`src/core/lbt_pkg.sv`:
```
/*
  Package for the bank state tracker: command codes, bank states, timing
  figures and the decoded command carrier.
  Assumes a single 20 MHz system clock.
*/
`default_nettype none
package lbt_pkg;
  localparam int CLK_MHZ = 20;
  localparam int NBANK = 4;
  localparam int BA_W = 2;
  localparam int CNT_W = 8;
  localparam int CMD_W = 4;
  localparam int ADDR_AP_BIT = 10;
  localparam int ADDR_W = 13;

  // Figures in nanoseconds and clocks; cycles derived from the clock rate.
  localparam int T_RP_NS = 30;
  localparam int T_RCD_NS = 30;
  localparam int T_RFC_NS = 110;
  localparam int T_WR_NS = 15;
  localparam int T_MRD_CK = 2;
  localparam int T_WTR_CK = 1;
  localparam int BL_DEF = 4;
  localparam int CL_DEF = 3;
  localparam int RP_CYC = (T_RP_NS * CLK_MHZ + 999) / 1000;
  localparam int RCD_CYC = (T_RCD_NS * CLK_MHZ + 999) / 1000;
  localparam int RFC_CYC = (T_RFC_NS * CLK_MHZ + 999) / 1000;
  localparam int WR_CYC = (T_WR_NS * CLK_MHZ + 999) / 1000;

  // Pin code {ras_n, cas_n, we_n} with chip select low.
  localparam logic [2:0] PIN_NOP = 3'h7;
  localparam logic [2:0] PIN_ACT = 3'h3;
  localparam logic [2:0] PIN_RD = 3'h5;
  localparam logic [2:0] PIN_WR = 3'h4;
  localparam logic [2:0] PIN_PRE = 3'h2;
  localparam logic [2:0] PIN_REF = 3'h1;
  localparam logic [2:0] PIN_LMR = 3'h0;
  localparam logic [2:0] PIN_BST = 3'h6;

  typedef enum logic [CMD_W-1:0] {
    LBT_CMD_DESEL = 4'h0, LBT_CMD_NOP = 4'h1, LBT_CMD_ACT = 4'h2,
    LBT_CMD_RD = 4'h3, LBT_CMD_WR = 4'h4, LBT_CMD_PRE = 4'h5,
    LBT_CMD_REF = 4'h6, LBT_CMD_LMR = 4'h7, LBT_CMD_BST = 4'h8
  } lbt_cmd_t;

  typedef enum logic [7:0] {
    LBT_B_IDLE = 8'h01, LBT_B_ACTG = 8'h02, LBT_B_ACTV = 8'h04,
    LBT_B_RD = 8'h08, LBT_B_WR = 8'h10, LBT_B_PREG = 8'h20,
    LBT_B_RDAP = 8'h40, LBT_B_WRAP = 8'h80
  } lbt_bank_st_t;

  typedef enum logic [3:0] {
    LBT_D_NORM = 4'h1, LBT_D_REF = 4'h2, LBT_D_MRS = 4'h4, LBT_D_PALL = 4'h8
  } lbt_dev_st_t;

  typedef struct packed {
    lbt_cmd_t cmd;
    logic [BA_W-1:0] bank;
    logic ap;
  } lbt_dcmd_t;
endpackage : lbt_pkg
`default_nettype wire

```
`src/core/lbt_tracker.sv`:
```
/*
  Four-bank state tracker and command legality checker for a low-power DDR
  memory. Commands are sampled on clk_sys; the command pins come from
  outside and are synchronised first. Power-down, self refresh and
  initialization are outside this block: tracking_en tells it when the
  clock enable and exit times allow normal operation.
*/
`default_nettype none
// Function
// - Track only when clock enable high twice
// - Idle only after precharge plus tRP
// - Row active after tRCD, no burst
// - Read/write state until burst ends
// - Precharge lasts tRP then idle
// - Activate lasts tRCD then row active
// - Auto precharge lasts until tRP done
// - Refresh lasts tRFC, banks idle
// - Mode load lasts tMRD, banks idle
// - Precharge all lasts tRP, banks idle
// - Burst terminate ends latest read
// - Decode command from four strobes
// - Each bank judged by its state
// - Concurrent auto precharge other banks
// - Auto precharge start after burst/tWR
// - A10 selects auto precharge
// - A10 selects all-bank precharge
module lbt_tracker #(
  parameter int BL = lbt_pkg::BL_DEF,
  parameter int CL = lbt_pkg::CL_DEF,
  parameter int RP = lbt_pkg::RP_CYC,
  parameter int RCD = lbt_pkg::RCD_CYC,
  parameter int RFC = lbt_pkg::RFC_CYC,
  parameter int MRD = lbt_pkg::T_MRD_CK,
  parameter int WR = lbt_pkg::WR_CYC,
  parameter int WTR = lbt_pkg::T_WTR_CK
) (
  input wire logic clk_sys,
  input wire logic rst,
  input wire logic cke,
  input wire logic tracking_en,
  input wire logic cs_n,
  input wire logic ras_n,
  input wire logic cas_n,
  input wire logic we_n,
  input wire logic [lbt_pkg::BA_W-1:0] ba,
  input wire logic [lbt_pkg::ADDR_W-1:0] addr,
  output logic [lbt_pkg::NBANK*8-1:0] bank_state,
  output logic [3:0] dev_state,
  output logic cmd_valid,
  output logic cmd_illegal,
  output logic burst_active,
  output logic all_idle
);
  localparam logic [lbt_pkg::CNT_W-1:0] BLH = lbt_pkg::CNT_W'(BL / 2);
  localparam logic [lbt_pkg::CNT_W-1:0] RP_C = lbt_pkg::CNT_W'(RP);
  localparam logic [lbt_pkg::CNT_W-1:0] RFC_C = lbt_pkg::CNT_W'(RFC);
  localparam logic [lbt_pkg::CNT_W-1:0] MRD_C = lbt_pkg::CNT_W'(MRD);
  // A spacing counter loaded with N refuses the next N edges, so a minimum
  // distance of D clocks loads D - 1: the command D clocks later is legal.
  localparam logic [lbt_pkg::CNT_W-1:0] RDGAP = lbt_pkg::CNT_W'(BL / 2 - 1);
  localparam logic [lbt_pkg::CNT_W-1:0] RD2WR =
    lbt_pkg::CNT_W'(CL + BL / 2 - 1);
  localparam logic [lbt_pkg::CNT_W-1:0] WR2RD =
    lbt_pkg::CNT_W'(BL / 2 + WTR);
  localparam logic [lbt_pkg::CNT_W-1:0] WRGAP = lbt_pkg::CNT_W'(BL / 2 - 1);
  localparam logic [lbt_pkg::CNT_W-1:0] WR_AP =
    lbt_pkg::CNT_W'(1 + BL / 2 + WR);

  // Two-stage synchronisers on the cke, tracking_en, command, bank and A10 inputs; other addr bits are not used.
  localparam int PIN_W = 6 + lbt_pkg::BA_W + 1;
  logic [PIN_W-1:0] pin_s1_r, pin_s2_r;
  logic cke_prev_r;
  always_ff @(posedge clk_sys or posedge rst) begin
    if (rst) begin
      pin_s1_r <= {PIN_W{1'b1}};
      pin_s2_r <= {PIN_W{1'b1}};
      cke_prev_r <= 1'b0;
    end else begin
      pin_s1_r <= {cke, tracking_en, cs_n, ras_n, cas_n, we_n, ba,
                   addr[lbt_pkg::ADDR_AP_BIT]};
      pin_s2_r <= pin_s1_r;
      cke_prev_r <= pin_s2_r[PIN_W-1];
    end
  end

  lbt_pkg::lbt_dcmd_t dc;
  lbt_decode u_dec (
    .cs_n(pin_s2_r[PIN_W-3]),
    .ras_n(pin_s2_r[PIN_W-4]),
    .cas_n(pin_s2_r[PIN_W-5]),
    .we_n(pin_s2_r[PIN_W-6]),
    .ba(pin_s2_r[lbt_pkg::BA_W:1]),
    .a10(pin_s2_r[0]),
    .dcmd(dc)
  );

  // Commands count only with the clock enable high on both edges.
  wire logic live = cke_prev_r && pin_s2_r[PIN_W-1] && pin_s2_r[PIN_W-2];

  lbt_pkg::lbt_bank_st_t bst [lbt_pkg::NBANK];
  lbt_pkg::lbt_dev_st_t dev_r, dev_nxt;
  logic [lbt_pkg::CNT_W-1:0] dcnt_r, dcnt_nxt;
  logic [lbt_pkg::CNT_W-1:0] burst_r, burst_nxt;
  logic [lbt_pkg::CNT_W-1:0] gap_rd_r, gap_rd_nxt, gap_wr_r, gap_wr_nxt;
  logic [lbt_pkg::BA_W-1:0] rd_bank_r, rd_bank_nxt;
  logic burst_is_rd_r, burst_is_rd_nxt;
  logic [lbt_pkg::NBANK-1:0] idle_v, busy_v, open_v, pre_ok_v, end_v;
  logic ok, force_idle;
  logic [lbt_pkg::NBANK-1:0] go_act, go_rd, go_wr, go_pre;

  always_comb begin
    for (int i = 0; i < lbt_pkg::NBANK; i++) begin
      idle_v[i] = bst[i] == lbt_pkg::LBT_B_IDLE;
      busy_v[i] = bst[i] == lbt_pkg::LBT_B_ACTG ||
                  bst[i] == lbt_pkg::LBT_B_PREG ||
                  bst[i] == lbt_pkg::LBT_B_RDAP ||
                  bst[i] == lbt_pkg::LBT_B_WRAP;
      open_v[i] = bst[i] == lbt_pkg::LBT_B_ACTV ||
                  bst[i] == lbt_pkg::LBT_B_RD || bst[i] == lbt_pkg::LBT_B_WR;
      pre_ok_v[i] = open_v[i] || idle_v[i];
    end
  end

  // Legality: each bank is judged by its own state plus the shared burst and spacing counters.
  always_comb begin
    ok = 1'b1;
    case (dc.cmd)
      lbt_pkg::LBT_CMD_DESEL, lbt_pkg::LBT_CMD_NOP: ok = 1'b1;
      lbt_pkg::LBT_CMD_ACT: ok = idle_v[dc.bank];
      lbt_pkg::LBT_CMD_RD:
        ok = open_v[dc.bank] && gap_rd_r == '0;
      lbt_pkg::LBT_CMD_WR:
        ok = open_v[dc.bank] && gap_wr_r == '0 &&
             !(burst_r != '0 && burst_is_rd_r);
      lbt_pkg::LBT_CMD_PRE:
        ok = dc.ap ? (&pre_ok_v) : pre_ok_v[dc.bank];
      lbt_pkg::LBT_CMD_REF, lbt_pkg::LBT_CMD_LMR:
        ok = (&idle_v) && burst_r == '0;
      lbt_pkg::LBT_CMD_BST: ok = 1'b1;
      default: ok = 1'b0;
    endcase
    if (dev_r != lbt_pkg::LBT_D_NORM && dc.cmd != lbt_pkg::LBT_CMD_DESEL &&
        dc.cmd != lbt_pkg::LBT_CMD_NOP) begin
      ok = 1'b0;
    end
  end

  wire logic take = live && ok;

  // Device-wide state, burst tracking and concurrent spacing counters.
  always_comb begin
    dev_nxt = dev_r;
    dcnt_nxt = (dcnt_r != '0) ? dcnt_r - 1'b1 : dcnt_r;
    burst_nxt = (burst_r != '0) ? burst_r - 1'b1 : burst_r;
    gap_rd_nxt = (gap_rd_r != '0) ? gap_rd_r - 1'b1 : gap_rd_r;
    gap_wr_nxt = (gap_wr_r != '0) ? gap_wr_r - 1'b1 : gap_wr_r;
    rd_bank_nxt = rd_bank_r;
    burst_is_rd_nxt = burst_is_rd_r;
    force_idle = 1'b0;
    end_v = '0;
    go_act = '0;
    go_rd = '0;
    go_wr = '0;
    go_pre = '0;
    if (burst_r == 1) begin
      end_v = '1;
    end
    case (dev_r)
      lbt_pkg::LBT_D_NORM: if (take) begin
        case (dc.cmd)
          lbt_pkg::LBT_CMD_ACT: go_act[dc.bank] = 1'b1;
          lbt_pkg::LBT_CMD_RD: begin
            go_rd[dc.bank] = 1'b1;
            burst_nxt = BLH;
            burst_is_rd_nxt = 1'b1;
            rd_bank_nxt = dc.bank;
            if (dc.ap) begin
              gap_rd_nxt = RDGAP;
              gap_wr_nxt = RD2WR;
            end
          end
          lbt_pkg::LBT_CMD_WR: begin
            go_wr[dc.bank] = 1'b1;
            burst_nxt = BLH;
            burst_is_rd_nxt = 1'b0;
            if (dc.ap) begin
              gap_rd_nxt = WR2RD;
              gap_wr_nxt = WRGAP;
            end
          end
          lbt_pkg::LBT_CMD_PRE: begin
            if (dc.ap) begin
              dev_nxt = lbt_pkg::LBT_D_PALL;
              dcnt_nxt = RP_C;
              burst_nxt = '0;
            end else begin
              go_pre[dc.bank] = 1'b1;
              if (burst_r != '0 && dc.bank == rd_bank_r) begin
                burst_nxt = '0;
              end
            end
          end
          lbt_pkg::LBT_CMD_REF: begin
            dev_nxt = lbt_pkg::LBT_D_REF;
            dcnt_nxt = RFC_C;
          end
          lbt_pkg::LBT_CMD_LMR: begin
            dev_nxt = lbt_pkg::LBT_D_MRS;
            dcnt_nxt = MRD_C;
          end
          lbt_pkg::LBT_CMD_BST: if (burst_r != '0 && burst_is_rd_r) begin
            end_v[rd_bank_r] = 1'b1;
            burst_nxt = '0;
          end
          default: ;
        endcase
      end
      lbt_pkg::LBT_D_REF, lbt_pkg::LBT_D_MRS, lbt_pkg::LBT_D_PALL: begin
        force_idle = 1'b1;
        if (dcnt_r <= 1) begin
          dev_nxt = lbt_pkg::LBT_D_NORM;
        end
      end
      default: dev_nxt = lbt_pkg::LBT_D_NORM;
    endcase
  end

  always_ff @(posedge clk_sys or posedge rst) begin
    if (rst) begin
      dev_r <= lbt_pkg::LBT_D_NORM;
      dcnt_r <= '0;
      burst_r <= '0;
      gap_rd_r <= '0;
      gap_wr_r <= '0;
      rd_bank_r <= '0;
      burst_is_rd_r <= 1'b0;
    end else begin
      dev_r <= dev_nxt;
      dcnt_r <= dcnt_nxt;
      burst_r <= burst_nxt;
      gap_rd_r <= gap_rd_nxt;
      gap_wr_r <= gap_wr_nxt;
      rd_bank_r <= rd_bank_nxt;
      burst_is_rd_r <= burst_is_rd_nxt;
    end
  end

  // Auto precharge waits for the burst (read) or burst plus write recovery.
  wire logic [lbt_pkg::CNT_W-1:0] ap_delay =
    (dc.cmd == lbt_pkg::LBT_CMD_RD) ? BLH : WR_AP;

  for (genvar b = 0; b < lbt_pkg::NBANK; b++) begin : g_bank
    lbt_bank #(
      .RP(RP),
      .RCD(RCD)
    ) u_bank (
      .clk_sys(clk_sys),
      .rst(rst),
      .go_act(go_act[b]),
      .go_rd(go_rd[b]),
      .go_wr(go_wr[b]),
      .go_ap(dc.ap),
      .go_pre(go_pre[b]),
      .burst_end(end_v[b]),
      .ap_delay(ap_delay),
      .force_idle(force_idle),
      .state(bst[b])
    );
    assign bank_state[b*8 +: 8] = bst[b];
  end

  // Handshake-style status outputs, derived combinationally.
  assign dev_state = dev_r;
  assign cmd_valid = live && dc.cmd != lbt_pkg::LBT_CMD_DESEL &&
                     dc.cmd != lbt_pkg::LBT_CMD_NOP && ok;
  assign cmd_illegal = live && !ok;
  assign burst_active = burst_r != '0;
  assign all_idle = &idle_v;
endmodule : lbt_tracker
`default_nettype wire

```
`src/core/lbt_decode.sv`:
```
/*
  Command decoder: turns synchronised command pins into a decoded command.
  Assumes the pins were already brought into the clk_sys domain.
*/
`default_nettype none
module lbt_decode (
  input wire logic cs_n,
  input wire logic ras_n,
  input wire logic cas_n,
  input wire logic we_n,
  input wire logic [lbt_pkg::BA_W-1:0] ba,
  input wire logic a10,
  output lbt_pkg::lbt_dcmd_t dcmd
);
  always_comb begin
    dcmd.bank = ba;
    dcmd.ap = a10;
    if (cs_n) begin
      dcmd.cmd = lbt_pkg::LBT_CMD_DESEL;
    end else begin
      case ({ras_n, cas_n, we_n})
        lbt_pkg::PIN_NOP: dcmd.cmd = lbt_pkg::LBT_CMD_NOP;
        lbt_pkg::PIN_ACT: dcmd.cmd = lbt_pkg::LBT_CMD_ACT;
        lbt_pkg::PIN_RD: dcmd.cmd = lbt_pkg::LBT_CMD_RD;
        lbt_pkg::PIN_WR: dcmd.cmd = lbt_pkg::LBT_CMD_WR;
        lbt_pkg::PIN_PRE: dcmd.cmd = lbt_pkg::LBT_CMD_PRE;
        lbt_pkg::PIN_REF: dcmd.cmd = lbt_pkg::LBT_CMD_REF;
        lbt_pkg::PIN_LMR: dcmd.cmd = lbt_pkg::LBT_CMD_LMR;
        lbt_pkg::PIN_BST: dcmd.cmd = lbt_pkg::LBT_CMD_BST;
        default: dcmd.cmd = lbt_pkg::LBT_CMD_NOP;
      endcase
    end
  end
endmodule : lbt_decode
`default_nettype wire

```
`src/core/lbt_bank.sv`:
```
/*
  One bank's state machine with its own timer.
  Assumes the parent judges legality and passes only accepted commands.
*/
`default_nettype none
module lbt_bank #(
  parameter int RP = lbt_pkg::RP_CYC,
  parameter int RCD = lbt_pkg::RCD_CYC
) (
  input wire logic clk_sys,
  input wire logic rst,
  input wire logic go_act,
  input wire logic go_rd,
  input wire logic go_wr,
  input wire logic go_ap,
  input wire logic go_pre,
  input wire logic burst_end,
  input wire logic [lbt_pkg::CNT_W-1:0] ap_delay,
  input wire logic force_idle,
  output lbt_pkg::lbt_bank_st_t state
);
  lbt_pkg::lbt_bank_st_t st_r, st_nxt;
  logic [lbt_pkg::CNT_W-1:0] cnt_r, cnt_nxt;
  localparam logic [lbt_pkg::CNT_W-1:0] RP_C = lbt_pkg::CNT_W'(RP);
  localparam logic [lbt_pkg::CNT_W-1:0] RCD_C = lbt_pkg::CNT_W'(RCD);
  wire logic expired = (cnt_r <= 1);

  always_comb begin
    st_nxt = st_r;
    cnt_nxt = (cnt_r != '0) ? cnt_r - 1'b1 : cnt_r;
    if (force_idle) begin
      st_nxt = lbt_pkg::LBT_B_IDLE;
      cnt_nxt = '0;
    end else begin
      case (st_r)
        lbt_pkg::LBT_B_IDLE: if (go_act) begin
          st_nxt = lbt_pkg::LBT_B_ACTG;
          cnt_nxt = RCD_C;
        end
        lbt_pkg::LBT_B_ACTG: if (expired) begin
          st_nxt = lbt_pkg::LBT_B_ACTV;
        end
        lbt_pkg::LBT_B_ACTV, lbt_pkg::LBT_B_RD, lbt_pkg::LBT_B_WR: begin
          if (go_pre) begin
            st_nxt = lbt_pkg::LBT_B_PREG;
            cnt_nxt = RP_C;
          end else if ((go_rd || go_wr) && go_ap) begin
            st_nxt = go_rd ? lbt_pkg::LBT_B_RDAP : lbt_pkg::LBT_B_WRAP;
            cnt_nxt = ap_delay + RP_C;
          end else if (go_rd) begin
            st_nxt = lbt_pkg::LBT_B_RD;
          end else if (go_wr) begin
            st_nxt = lbt_pkg::LBT_B_WR;
          end else if (burst_end && st_r != lbt_pkg::LBT_B_ACTV) begin
            st_nxt = lbt_pkg::LBT_B_ACTV;
          end
        end
        lbt_pkg::LBT_B_PREG, lbt_pkg::LBT_B_RDAP, lbt_pkg::LBT_B_WRAP:
          if (expired) begin
            st_nxt = lbt_pkg::LBT_B_IDLE;
          end
        default: begin
          st_nxt = lbt_pkg::LBT_B_IDLE;
          cnt_nxt = '0;
        end
      endcase
    end
  end

  always_ff @(posedge clk_sys or posedge rst) begin
    if (rst) begin
      st_r <= lbt_pkg::LBT_B_IDLE;
      cnt_r <= '0;
    end else begin
      st_r <= st_nxt;
      cnt_r <= cnt_nxt;
    end
  end

  assign state = st_r;
endmodule : lbt_bank
`default_nettype wire

```
`config.mk`:
```
export PLATFORM = sky130hd
export DESIGN_NAME = lbt_tracker
export DESIGN_NICKNAME = d
export VERILOG_FILES = /design/src/core/lbt_pkg.sv /design/src/core/lbt_tracker.sv /design/src/core/lbt_decode.sv /design/src/core/lbt_bank.sv
export SDC_FILE = /design/constraint.sdc
export NUM_CORES = 1
export LEC_CHECK = 0
export BUFFER_PORTS_ARGS = -buffer_cell sky130_fd_sc_hd__clkbuf_2
export CORE_ASPECT_RATIO = 0.6
export CORE_MARGIN = 3
export CORE_UTILIZATION = 55
export DETAILED_ROUTE_END_ITERATION = 6
export GPL_TIMING_DRIVEN = 0
export HOLD_SLACK_MARGIN = 0.1
export PLACE_DENSITY = 0.82
export SYNTH_ARGS = -nofsm -noshare
export SYNTH_HDL_FRONTEND = slang
export SYNTH_SLANG_ARGS = --single-unit
```
`constraint.sdc`:
```
create_clock -name clk_sys -period 5.6 [get_ports clk_sys]
set_clock_uncertainty 0.15 [all_clocks]
set_input_delay 1.12 -clock clk_sys [delete_from_list [all_inputs] [get_ports clk_sys]]
set_output_delay 1.12 -clock clk_sys [all_outputs]
set_load 0.02 [all_outputs]
```
## Word-level counts from Yosys, hierarchy flattened

Memory sizes are Yosys's and may differ from the RTL's.
Cells that the tools add are included.

- Flip-flop bits (word level): 122
- Memory bits (read-only): 32
- Input bits: 23
- Output and inout port bits: 40
- Logic and storage cells: 324
- Memories kept: 1

- $add $sub $neg: 9
- Order comparisons: 9
- Equality and inequality tests: 72
- Mux-type cells: 132
- Bitwise gates (word level): 1
- Reduce and logical (&&, ||, !) cells: 82

Memory list:

| name | words | bits a word | rd ports | clocked after Yosys merged registers in | write ports | RTL line | RTL |
|---|---|---|---|---|---|---|---|
| (no name shown) | 8 | 4 | 1 | 0 | 0 | lbt_decode.sv:21 | `case ({ras_n, cas_n, we_n})` |

Operator list:

| operator | count |
|---|---|
| 2-to-1 mux 8 bit | 80 |
| one-hot mux 8 bit (3 select lines) | 6 |
| one-hot mux 8 bit (4 select lines) | 4 |
| 2-to-1 mux 4 bit | 22 |
| nonzero test 8 bit | 8 |
| subtractor 8 x 1 -> 8 bit, second input constant | 8 |
| == test 8 x 1 -> 1 bit, second input constant | 5 |
| less-or-equal comparator 8 x 1 -> 1 bit, second input constant | 5 |
| == test 8 x 2 -> 1 bit, second input constant | 4 |
| == test 8 x 3 -> 1 bit, second input constant | 4 |
| == test 8 x 4 -> 1 bit, second input constant | 4 |
| == test 8 x 5 -> 1 bit, second input constant | 4 |
| == test 8 x 6 -> 1 bit, second input constant | 4 |
| == test 8 x 7 -> 1 bit, second input constant | 4 |
| == test 8 bit, second input constant | 4 |
| != test 8 x 3 -> 1 bit, second input constant | 4 |
| one-hot mux 8 bit (2 select lines) | 2 |
| OR reduction 3 bit | 10 |
| != test 7 x 5 -> 1 bit, second input constant | 4 |
| AND reduction 4 bit | 7 |
| logical AND 1 bit | 25 |
| zero test 8 bit | 3 |
| != test 3 x 2 -> 1 bit, second input constant | 8 |
| == test 4 x 3 -> 1 bit, second input constant | 5 |
| other kinds (28) | 71 |

## Logic depth before layout (Yosys ltp)

Gate-level depths: netlist (run 1).

- Depth after elaboration: 20
- Depth in mapped cells: 15

## By module

Synthesis (run 1) repeated with hierarchy kept, for this count alone.

- Cells, all modules: 1107
- Area total of the unflattened synthesis: 9111.2 µm²

By module, submodules not included:

| module | instances | cells each | area each (µm²) |
|---|---|---|---|
| lbt_bank | 4 | 184 | 1435.1 |
| lbt_tracker | 1 | 360 | 3290.7 |
| lbt_decode | 1 | 11 | 80.1 |

## Worst setup path before layout (run 1)

Ideal clock, no wire load.

- Path type: flip-flop to output port
- Start: register g_bank[1].u_bank.st_r[5]
- End: output cmd_valid
- Arrival: 3561 ps
- Data required time: 4330 ps
- Setup slack: 769 ps
- Cell stages (with the launch flop): 10
- Path buffers: 1
- Cell sequence: dfrtp_1 or4_4 or3_4 nor4_1 a21oi_1 and3b_1 buf_6 nand2_4 nand3b_1 a311oi_1

- Elaborated cells between the ends (all ways): 23

RTL lines:

| element | RTL line | RTL |
|---|---|---|
| from (decl) | lbt_bank.sv:22 | `lbt_pkg::lbt_bank_st_t st_r, st_nxt;` |
| from (signal assigned) | lbt_bank.sv:72 | `st_r <= lbt_pkg::LBT_B_IDLE;` |
| from (signal assigned) | lbt_bank.sv:75 | `st_r <= st_nxt;` |
| == test 8 x 1 -> 1 bit | lbt_tracker.sv:113 | `idle_v[i] = bst[i] == lbt_pkg::LBT_B_IDLE;` |
| AND reduction 4 bit | -- |  |
| named net all_idle | lbt_tracker.sv:52 | `output logic all_idle` |
| logical AND 1 bit | lbt_tracker.sv:138 | `ok = (&idle_v) && burst_r == '0;` |
| one-hot mux 1 bit (6 select lines) | lbt_tracker.sv:127 | `case (dc.cmd)` |
| 2-to-1 mux 1 bit | lbt_tracker.sv:142 | `if (dev_r != lbt_pkg::LBT_D_NORM && dc.cmd != lbt_pkg::LBT_CMD_DESEL &&` |
| logical AND 1 bit | lbt_tracker.sv:275 | `dc.cmd != lbt_pkg::LBT_CMD_NOP && ok;` |
| to (decl) | lbt_tracker.sv:49 | `output logic cmd_valid,` |

The timed path passes the listed nets, and every way through them passes these cells. The select of a mux whose other input is x is not followed.

## Worst setup path in the final report (run 1)

- Start: register g_bank[2].u_bank.st_r[6]
- End: output cmd_valid

- Cells in the longest elaborated chain, start to end: 10
- Elaborated cells between the ends (all ways): 23

RTL lines:

| element | RTL line | RTL |
|---|---|---|
| from (decl) | lbt_bank.sv:22 |  |
| from (signal assigned) | lbt_bank.sv:72 |  |
| from (signal assigned) | lbt_bank.sv:75 |  |
| == test 8 x 3 -> 1 bit / == test 8 x 4 -> 1 bit (equally long branches) | lbt_tracker.sv:118, lbt_tracker.sv:119 |  |
| logical OR 1 bit | lbt_tracker.sv:118 | `open_v[i] = bst[i] == lbt_pkg::LBT_B_ACTV \|\|` |
| logical OR 1 bit | lbt_tracker.sv:119 | `bst[i] == lbt_pkg::LBT_B_RD \|\| bst[i] == lbt_pkg::LBT_B_WR;` |
| logical OR 1 bit / binary-select mux 1 bit (select 2 bit) (equally long branches) | lbt_tracker.sv:120, lbt_tracker.sv:131, lbt_tracker.sv:133 |  |
| binary-select mux 1 bit (select 2 bit) / 2-to-1 mux 1 bit (equally long branches) | lbt_tracker.sv:136, lbt_tracker.sv:131, lbt_tracker.sv:133 |  |
| 2-to-1 mux 1 bit (implied by the code) / logical AND 1 bit (equally long branches) | lbt_tracker.sv:136, lbt_tracker.sv:133 |  |
| 2-to-1 mux 1 bit / logical AND 1 bit (equally long branches) | lbt_tracker.sv:136, lbt_tracker.sv:133 |  |
| one-hot mux 1 bit (6 select lines) (*) | lbt_tracker.sv:127 |  |
| 2-to-1 mux 1 bit (*) | lbt_tracker.sv:142 |  |
| logical AND 1 bit (*) | lbt_tracker.sv:275 |  |

Every way passes the cells marked *; elsewhere a longest branch is shown, timed or not. The select of a mux whose other input is x is not followed.

==> PnR_summary.wiki, run 1 <==
{| class="wikitable"
! Metric !! Value
|-
| Status || completed
|-
| RSZ-0062 raised after global routing || false
|-
| Main area contributors after synthesis || sky130_fd_sc_hd__dfrtp_1, sky130_fd_sc_hd__dfstp_2, sky130_fd_sc_hd__nor2_1
|-
| Tcrit/Tclk final || 92.9%
|-
| Post-synth top area share || 35.3%
|-
| HPWL after detailed placement || 14000 um
|-
| Total via count in the routed design || 6370
|-
| Setup fix buffers added after clock tree synthesis || 0
|-
| First-pass GRT wire length || 32500 um
|-
| Cell taking the most area after synthesis || sky130_fd_sc_hd__dfrtp_1
|-
| Worst min-delay path class || flop to flop
|-
| # setup viols final || 0
|-
| Post-route cell area || 8080 um2
|-
| Post-route minimum period || 5200 ps
|-
| Clk sinks || 122
|-
| Leakage || 0.00354 uW
|-
| Routability congestion estimate from global placement || 1.02
|-
| Detail Route Antenna Nets || 0
|-
| Category of the worst setup path launch point || flop
|-
| Warnings, synthesis || 0
|-
| Clk_lat worst skew || 420 ps
|-
| Kind of critical path || flop to output pin
|-
| Final nets || 867
|-
| Number of distinct library cell variants in the gate-level netlist after synthesis || 79
|-
| CP endpoint kind || output pin
|-
| Clock transition time at the flip-flop clock pins of the worst setup and hold paths || 60 ps
|-
| Most frequent cells after synthesis || sky130_fd_sc_hd__nor2_1, sky130_fd_sc_hd__dfrtp_1, sky130_fd_sc_hd__nand2_1
|-
| Violation count after the first detailed-routing iteration || 718
|-
| Ratio of cells with drive above 1 in the final layout || 16.2%
|-
| Max-Slew Margin vs Limit || 31.5%
|-
| Area of the mapped netlist || 7010 um2
|-
| EDFF count, synth || 0
|-
| Critical path data required time || 4330 ps
|-
| Clock H-tree levels || 4
|-
| Layout Area Growth over Synthesis || 15.3%
|-
| Max-cap viol count || 0
|-
| TritonCTS clock tree || yes
|-
| Maximum fanout along the worst path || 8
|-
| Final setup slack of the worst path || 399 ps
|-
| Register-to-register setup slack || 1460 ps
|-
| Vias in the first global route || 6288
|-
| Number of DRC violations after detailed routing || 0
|-
| Root buf cell || sky130_fd_sc_hd__clkbuf_16
|-
| Diodes inserted || 0
|-
| Critical path's slowest cell || sky130_fd_sc_hd__nor4_1
|-
| Final routed wire length divided by cell count || 19.8 um
|-
| Flip-flop cell with the highest count after synthesis || sky130_fd_sc_hd__dfrtp_1
|-
| Total count of max-transition violations in the final report || 0
|-
| Syn Area/Cell || 9.30 um2
|-
| Critical Path Most Common Cell || sky130_fd_sc_hd__nor4_1
|-
| Avg Vias per Cell || 6.36
|-
| Most repeated cell in the gate-level netlist after synthesis || sky130_fd_sc_hd__nor2_1
|-
| Finished Layout Cells || 1002
|-
| Async set-reset flop share out of synthesis || 100%
|-
| Maximum number of pins on one net before global-route repair || 82
|-
| Number of endpoints with negative hold slack in the final report || 0
|-
| Number of placed instances, taps included || 970
|-
| Final worst hold slack || 202 ps
|-
| Detailed Route WL || 19800 um
|-
| Total track usage || 29.4%
|-
| Die X || 152 um
|-
| Crit path arrival time || 3930 ps
|-
| Die Footprint || 14200 um2
|-
| Ratio of total power to cell area || 506 nW/um2
|-
| Initial antenna violation count || 0
|-
| Seq/Total Area, Yosys || 44.0%
|-
| Number of placed I/O pins || 63
|-
| Biggest cell delay along the critical path || 730 ps
|-
| Remaining global-route overflow || 0
|-
| Clock tree buffer depth || 2
|-
| Number of buffers inserted by port buffering || 50
|-
| Cell-by-cell listing of the critical path || nor4_1 -> nand2_1 -> nor4_1 -> a21oi_1 -> and3b_1 -> buf_6 -> nand2_4 -> nand3b_1 -> a311oi_1 -> clkbuf_2
|-
| Area of placed instances || 7500 um2
|-
| FF+latch count, synth || 122
|-
| Std-Cell Core Area || 12300 um2
|-
| Die Span Y || 93.5 um
|-
| TritonCTS buffer count || 17
|-
| Maximum frequency from static timing analysis || 192 MHz
|-
| Post-cts repair resize count || 0
|-
| CTS hold repair buffers || 0
|-
| Tightest Pin Transition || 1030 ps
|-
| Number of rows in the core area || 31
|-
| Starting density of the core || 57.2%
|-
| First drt pass iteration count || 5
|-
| Mapped Nets || 797
|-
| Post-placement setup slack || 1020 ps
|-
| Cells after Synth || 754
|-
| Worst ir drop on vdd || 0.000287 V
|}
routing by layer:
layer / share of wire [%] / up-vias / GRT usage (%)
met4: 2.0 / 0 / 9.04
li1: - / 2882 / -
met5: 0 / - / 0
met1: 43 / 3047 / 41.9
met2: 43 / 393 / 42.1
met3: 12 / 48 / 10.4
area by class of cell:
type                    count  area [um2]
multi-input cells         579        3720
clock buffers              17         425
well taps                 165         206
repair buffers             51         278
flip-flops and latches    122        3080
clock inverters            15         155
fillers                   997        4180
inverters                  32         125
plain buffers              21        93.8
metrics by stage:
step | TNS [ps] | total power (uW) | utilization, %
global placement | -17070 | 2820 | 60.9
global route | 0 | 4340 | 65.9
finish | 0 | 4090 | 65.9
detailed placement | 0 | 2940 | 61.2
CTS | 0 | 4060 | 65.9
floorplan | 0 | 2550 | -
where the power goes:
part	internal [uW]	switching, uW	leakage (uW)
Clock	630	470	0.000286
Sequential	1120	247	0.00154
Combinational	676	947	0.00171
Total	2430	1660	0.00354
worst max-delay path, delay by kind of cell (launching register included):
family	cells	cell delay, ps
buffers and inverters	2	380
AND/OR/NAND/NOR	6	2200
AO/OA/AOI/OAI	2	480
flip-flops	1	450
layout by cell type (no fill, tap or decap), types with 4 or more instances in the layout:
master                      Yosys  final
sky130_fd_sc_hd__clkbuf_16      0     17
sky130_fd_sc_hd__clkbuf_1      16     16
sky130_fd_sc_hd__o2bb2ai_1      6      6
sky130_fd_sc_hd__or3_1         10     10
sky130_fd_sc_hd__a31oi_1       12     12
sky130_fd_sc_hd__nand4_1        9      9
sky130_fd_sc_hd__a22oi_1        4      4
sky130_fd_sc_hd__clkbuf_2       0     50
sky130_fd_sc_hd__nand2_1       68     68
sky130_fd_sc_hd__dfrtp_1       99     99
sky130_fd_sc_hd__o21a_1         5      5
sky130_fd_sc_hd__nor2b_1        4      4
sky130_fd_sc_hd__o22ai_1        7      7
sky130_fd_sc_hd__nand3_1       15     15
sky130_fd_sc_hd__o31ai_1        7      7
sky130_fd_sc_hd__a211oi_1       7      7
sky130_fd_sc_hd__a21oi_1       26     26
sky130_fd_sc_hd__nor3b_1        5      5
sky130_fd_sc_hd__o21ai_0       35     35
sky130_fd_sc_hd__inv_6          0      8
sky130_fd_sc_hd__dfstp_2       23     23
sky130_fd_sc_hd__o21ai_1        6      6
sky130_fd_sc_hd__or4_1         12     12
sky130_fd_sc_hd__nand3b_1       5      5
sky130_fd_sc_hd__nor2_1       105    105
sky130_fd_sc_hd__nand2b_1       7      7
sky130_fd_sc_hd__nor4b_1       10     10
sky130_fd_sc_hd__o32ai_1        6      6
sky130_fd_sc_hd__xnor2_1       39     39
sky130_fd_sc_hd__ha_1          20     20
sky130_fd_sc_hd__and2_1         5      5
sky130_fd_sc_hd__a22o_1        10     10
sky130_fd_sc_hd__xor2_1        17     17
sky130_fd_sc_hd__nor4_1        13     13
sky130_fd_sc_hd__inv_1         31     30
sky130_fd_sc_hd__nor3_1        39     39
sky130_fd_sc_hd__a21o_1         5      5
registers in the layout, indices dropped and copies added (netlist names):
name                 cells
g_bank.u_bank.state     32
pin_s1_r                 9
gap_rd_r                 8
gap_wr_r                 8
pin_s2_r                 9
rd_bank_r                2
cke_prev_r               1
dcnt_r                   8
burst_is_rd_r            1
dev_state                4
g_bank.u_bank.cnt_r     32
burst_r                  8
final timing paths:
kind                                        endpoint                       from  depth (start not counted)
setup / recovery                           cmd_valid  g_bank[2].u_bank.state[6]                         10
hold / removal                           pin_s2_r[5]                pin_s1_r[5]                          0
setup reg to reg           g_bank[3].u_bank.state[4]  g_bank[2].u_bank.state[6]                         10
hold reg to reg                          pin_s2_r[5]                pin_s1_r[5]                          0
max in group asynchronous                pin_s2_r[8]                        rst                          3
min in group asynchronous  g_bank[3].u_bank.cnt_r[5]                        rst                          2
logic make-up (layout without fill, tap and decap cells):
kind of cell,Yosys count,in the layout,synth area share [%]
multiplexers,8,8,1.39
adder cells (fa/ha/maj),20,20,3.57
buffers and inverters,53,136,3.05
flip-flops,122,122,44.0
AO/OA/AOI/OAI,166,166,17.2
XOR/XNOR,56,56,6.99
AND/OR/NAND/NOR,329,329,23.9
No activity file was read; power rests on OpenSTA's default activity.
==> run 2, diff against run 1 <==
--- a/config.mk
+++ b/config.mk
@@ -5,12 +5,13 @@
 export SDC_FILE = /design/constraint.sdc
 export NUM_CORES = 1
 export LEC_CHECK = 0
+export ABC_CLOCK_PERIOD_IN_PS = 5600
 export BUFFER_PORTS_ARGS = -buffer_cell sky130_fd_sc_hd__clkbuf_2
 export CORE_ASPECT_RATIO = 0.6
 export CORE_MARGIN = 3
 export CORE_UTILIZATION = 55
 export DETAILED_ROUTE_END_ITERATION = 6
-export GPL_TIMING_DRIVEN = 0
+export GPL_TIMING_DRIVEN = 1
 export HOLD_SLACK_MARGIN = 0.1
 export PLACE_DENSITY = 0.82
 export SYNTH_ARGS = -nofsm -noshare
==> run 2 against run 1 <==
  * Setup slack improved by 160 ps
  * Power fell by 0.18%
  * Critical path depth rose by 2
  * Highest routed layer unchanged
  * Largest cell class unchanged
  * Hold slack improved by 2.6 ps
  * Core utilization fell by 0.83 points
  * Cell count fell by 2.0%
  * Largest power group unchanged
==> PnR_summary.wiki, run 2 (synthesis gave the netlist of run 1 again) <==
{| class="wikitable"
! Metric !! Value
|-
| Avg Vias per Cell || 6.37
|-
| HPWL after detailed placement || 13300 um
|-
| Commonest non-fill, non-tap cell in the layout || sky130_fd_sc_hd__nor2_1
|-
| RSZ-0062 raised after global routing || false
|-
| Starting density of the core || 57.2%
|-
| Die X || 152 um
|-
| Std-Cell Core Area || 12300 um2
|-
| Worst min-delay path endpoint || pin_s2_r[3]
|-
| Remaining global-route overflow || 0
|-
| Max-Slew Margin vs Limit || 30.2%
|-
| Clock tree buffer depth || 2
|-
| CTS hold repair buffers || 0
|-
| Vias in the first global route || 6007
|-
| Final setup slack of the worst path || 563 ps
|-
| Number of endpoints with negative hold slack in the final report || 0
|-
| Ratio of total power to cell area || 512 nW/um2
|-
| Status || completed
|-
| Number of placed I/O pins || 63
|-
| Number of buffers inserted by port buffering || 50
|-
| Final routed wire length divided by cell count || 19.2 um
|-
| Most used cells in the layout excluding fill and tap cells || sky130_fd_sc_hd__nor2_1, sky130_fd_sc_hd__dfrtp_1, sky130_fd_sc_hd__nand2_1
|-
| Maximum number of pins on one net before global-route repair || 76
|-
| Root buf cell || sky130_fd_sc_hd__clkbuf_16
|-
| Total of fill cells in the finished design || 1001
|-
| Category of the worst setup path launch point || flop
|-
| Violation count after the first detailed-routing iteration || 676
|-
| Post-cts repair resize count || 0
|-
| Worst min-delay path class || flop to flop
|-
| Die Footprint || 14200 um2
|-
| Total count of max-transition violations in the final report || 0
|-
| Post-placement setup slack || 1090 ps
|-
| First-pass GRT wire length || 30800 um
|-
| Ratio of cells with drive above 1 in the final layout || 16.2%
|-
| Post-route minimum period || 5040 ps
|-
| Setup fix buffers added after clock tree synthesis || 0
|-
| Critical path data required time || 4330 ps
|-
| Die Span Y || 93.5 um
|-
| Worst reg2reg path depth || 12
|-
| Maximum frequency from static timing analysis || 199 MHz
|-
| Area taken by multi-input logic gates || 3720 um2
|-
| Worst ir drop on vdd || 0.000271 V
|-
| Tcrit/Tclk final || 89.9%
|-
| Max-cap viol count || 0
|-
| Clk_lat worst skew || 430 ps
|-
| First drt pass iteration count || 5
|-
| Total track usage || 27.9%
|-
| Register-to-register setup slack || 1400 ps
|-
| Endpoint of the worst register-to-register path || g_bank[1].u_bank.cnt_r[2]
|-
| Layout Area Growth over Synthesis || 13.8%
|-
| Hold_sp || pin_s1_r[3]
|-
| Initial antenna violation count || 0
|-
| TritonCTS clock tree || yes
|-
| Total via count in the routed design || 6252
|-
| Clock H-tree levels || 4
|-
| Diodes inserted || 0
|-
| Final worst hold slack || 205 ps
|-
| Kind of critical path || flop to output pin
|-
| Number of rows in the core area || 31
|-
| CP endpoint kind || output pin
|-
| Maximum fanout along the worst path || 8
|-
| Clock transition time at the flip-flop clock pins of the worst setup and hold paths || 60 ps
|-
| Leakage || 0.00349 uW
|-
| Detailed Route WL || 18900 um
|-
| Detail Route Antenna Nets || 0
|-
| Total negative setup slack || 0 ps
|-
| Clk sinks || 122
|-
| Crit path arrival time || 3770 ps
|-
| Footprint of the flip-flops and latches || 3080 um2
|-
| Hold-critical path depth || 0
|-
| Worst reg2reg path startpoint || burst_r[1]
|-
| Tightest Pin Transition || 1050 ps
|-
| Routability congestion estimate from global placement || 0.990
|-
| # setup viols final || 0
|-
| Number of DRC violations after detailed routing || 0
|-
| TritonCTS buffer count || 17
|-
| Final nets || 847
|}
## run 2: changes by cell type in the layout (fill, tap and decap cells not counted), sizes merged
cell      change
buf           -4
bufinv        +1
clkbuf       -13
clkinv        +1
clkinvlp      +1
inv           -6
## run 2: cell type report
| class | count | share of cell area (%) |
|---|---|---|
| tap | 165 | 2.59 |
| clock inverter | 12 | 1.77 |
| sequential | 122 | 38.6 |
| inverter | 32 | 1.54 |
| clock buffer | 20 | 5.60 |
| multi-input combinational | 579 | 46.6 |
| timing repair buffer | 52 | 3.32 |
## run 2: worst max-delay path by stage
stage                                          from        end  slack (ps)  cells past startpoint
final                                    burst_r[1]  cmd_valid         560                     12
after global routing                     burst_r[4]  cmd_valid         320                     11
after CTS                 g_bank[1].u_bank.state[1]  cmd_valid         610                      9
after detailed placement  g_bank[1].u_bank.state[5]  cmd_valid        1090                      9
after global placement    g_bank[1].u_bank.state[5]  cmd_valid        1110                      9
after floorplan           g_bank[1].u_bank.state[5]  cmd_valid         770                      9
## run 2: worst max-delay path, stage by stage, from the launching register on
cell and delay [ps]:
sky130_fd_sc_hd__dfrtp_1 400, sky130_fd_sc_hd__inv_1 120, sky130_fd_sc_hd__ha_1 240, sky130_fd_sc_hd__nand2_1 130, sky130_fd_sc_hd__nor2_1 210, sky130_fd_sc_hd__clkinv_1 260
sky130_fd_sc_hd__nand2_1 160, sky130_fd_sc_hd__nor3b_1 370, sky130_fd_sc_hd__o22ai_1 400, sky130_fd_sc_hd__nand2_4 260, sky130_fd_sc_hd__nand3b_1 220, sky130_fd_sc_hd__a311oi_1 310
sky130_fd_sc_hd__clkbuf_2 230
## run 2: metrics by stage
step / std cells / power (uW) / util (%) / cell area (um2)
6_report: 982 / 4080 / 65.1 / 7980
2_1_floorplan: 754 / 2550 / - / 7010
4_1_cts: 982 / 4060 / 65.1 / 7980
3_3_place_gp: 950 / 2810 / 60.3 / 7390
5_1_grt: 982 / 4340 / 65.1 / 7980
3_5_place_dp: 950 / 2930 / 60.3 / 7390
## run 2: power breakdown
part | internal, uW | total [uW] | switching, uW
combinational | 672 | 1600 | 926
sequential | 1120 | 1380 | 253
clock | 673 | 1110 | 437
total | 2470 | 4080 | 1620
## run 2: metal layers
metal / vias up / global-route usage, % / routed length, um
met2: 398 / 41.3 / 8160
met3: 36 / 8.43 / 2130
met4: 0 / 7.40 / 262
met1: 2988 / 39.9 / 8310
li1: 2830 / - / -
met5: - / 0 / 0
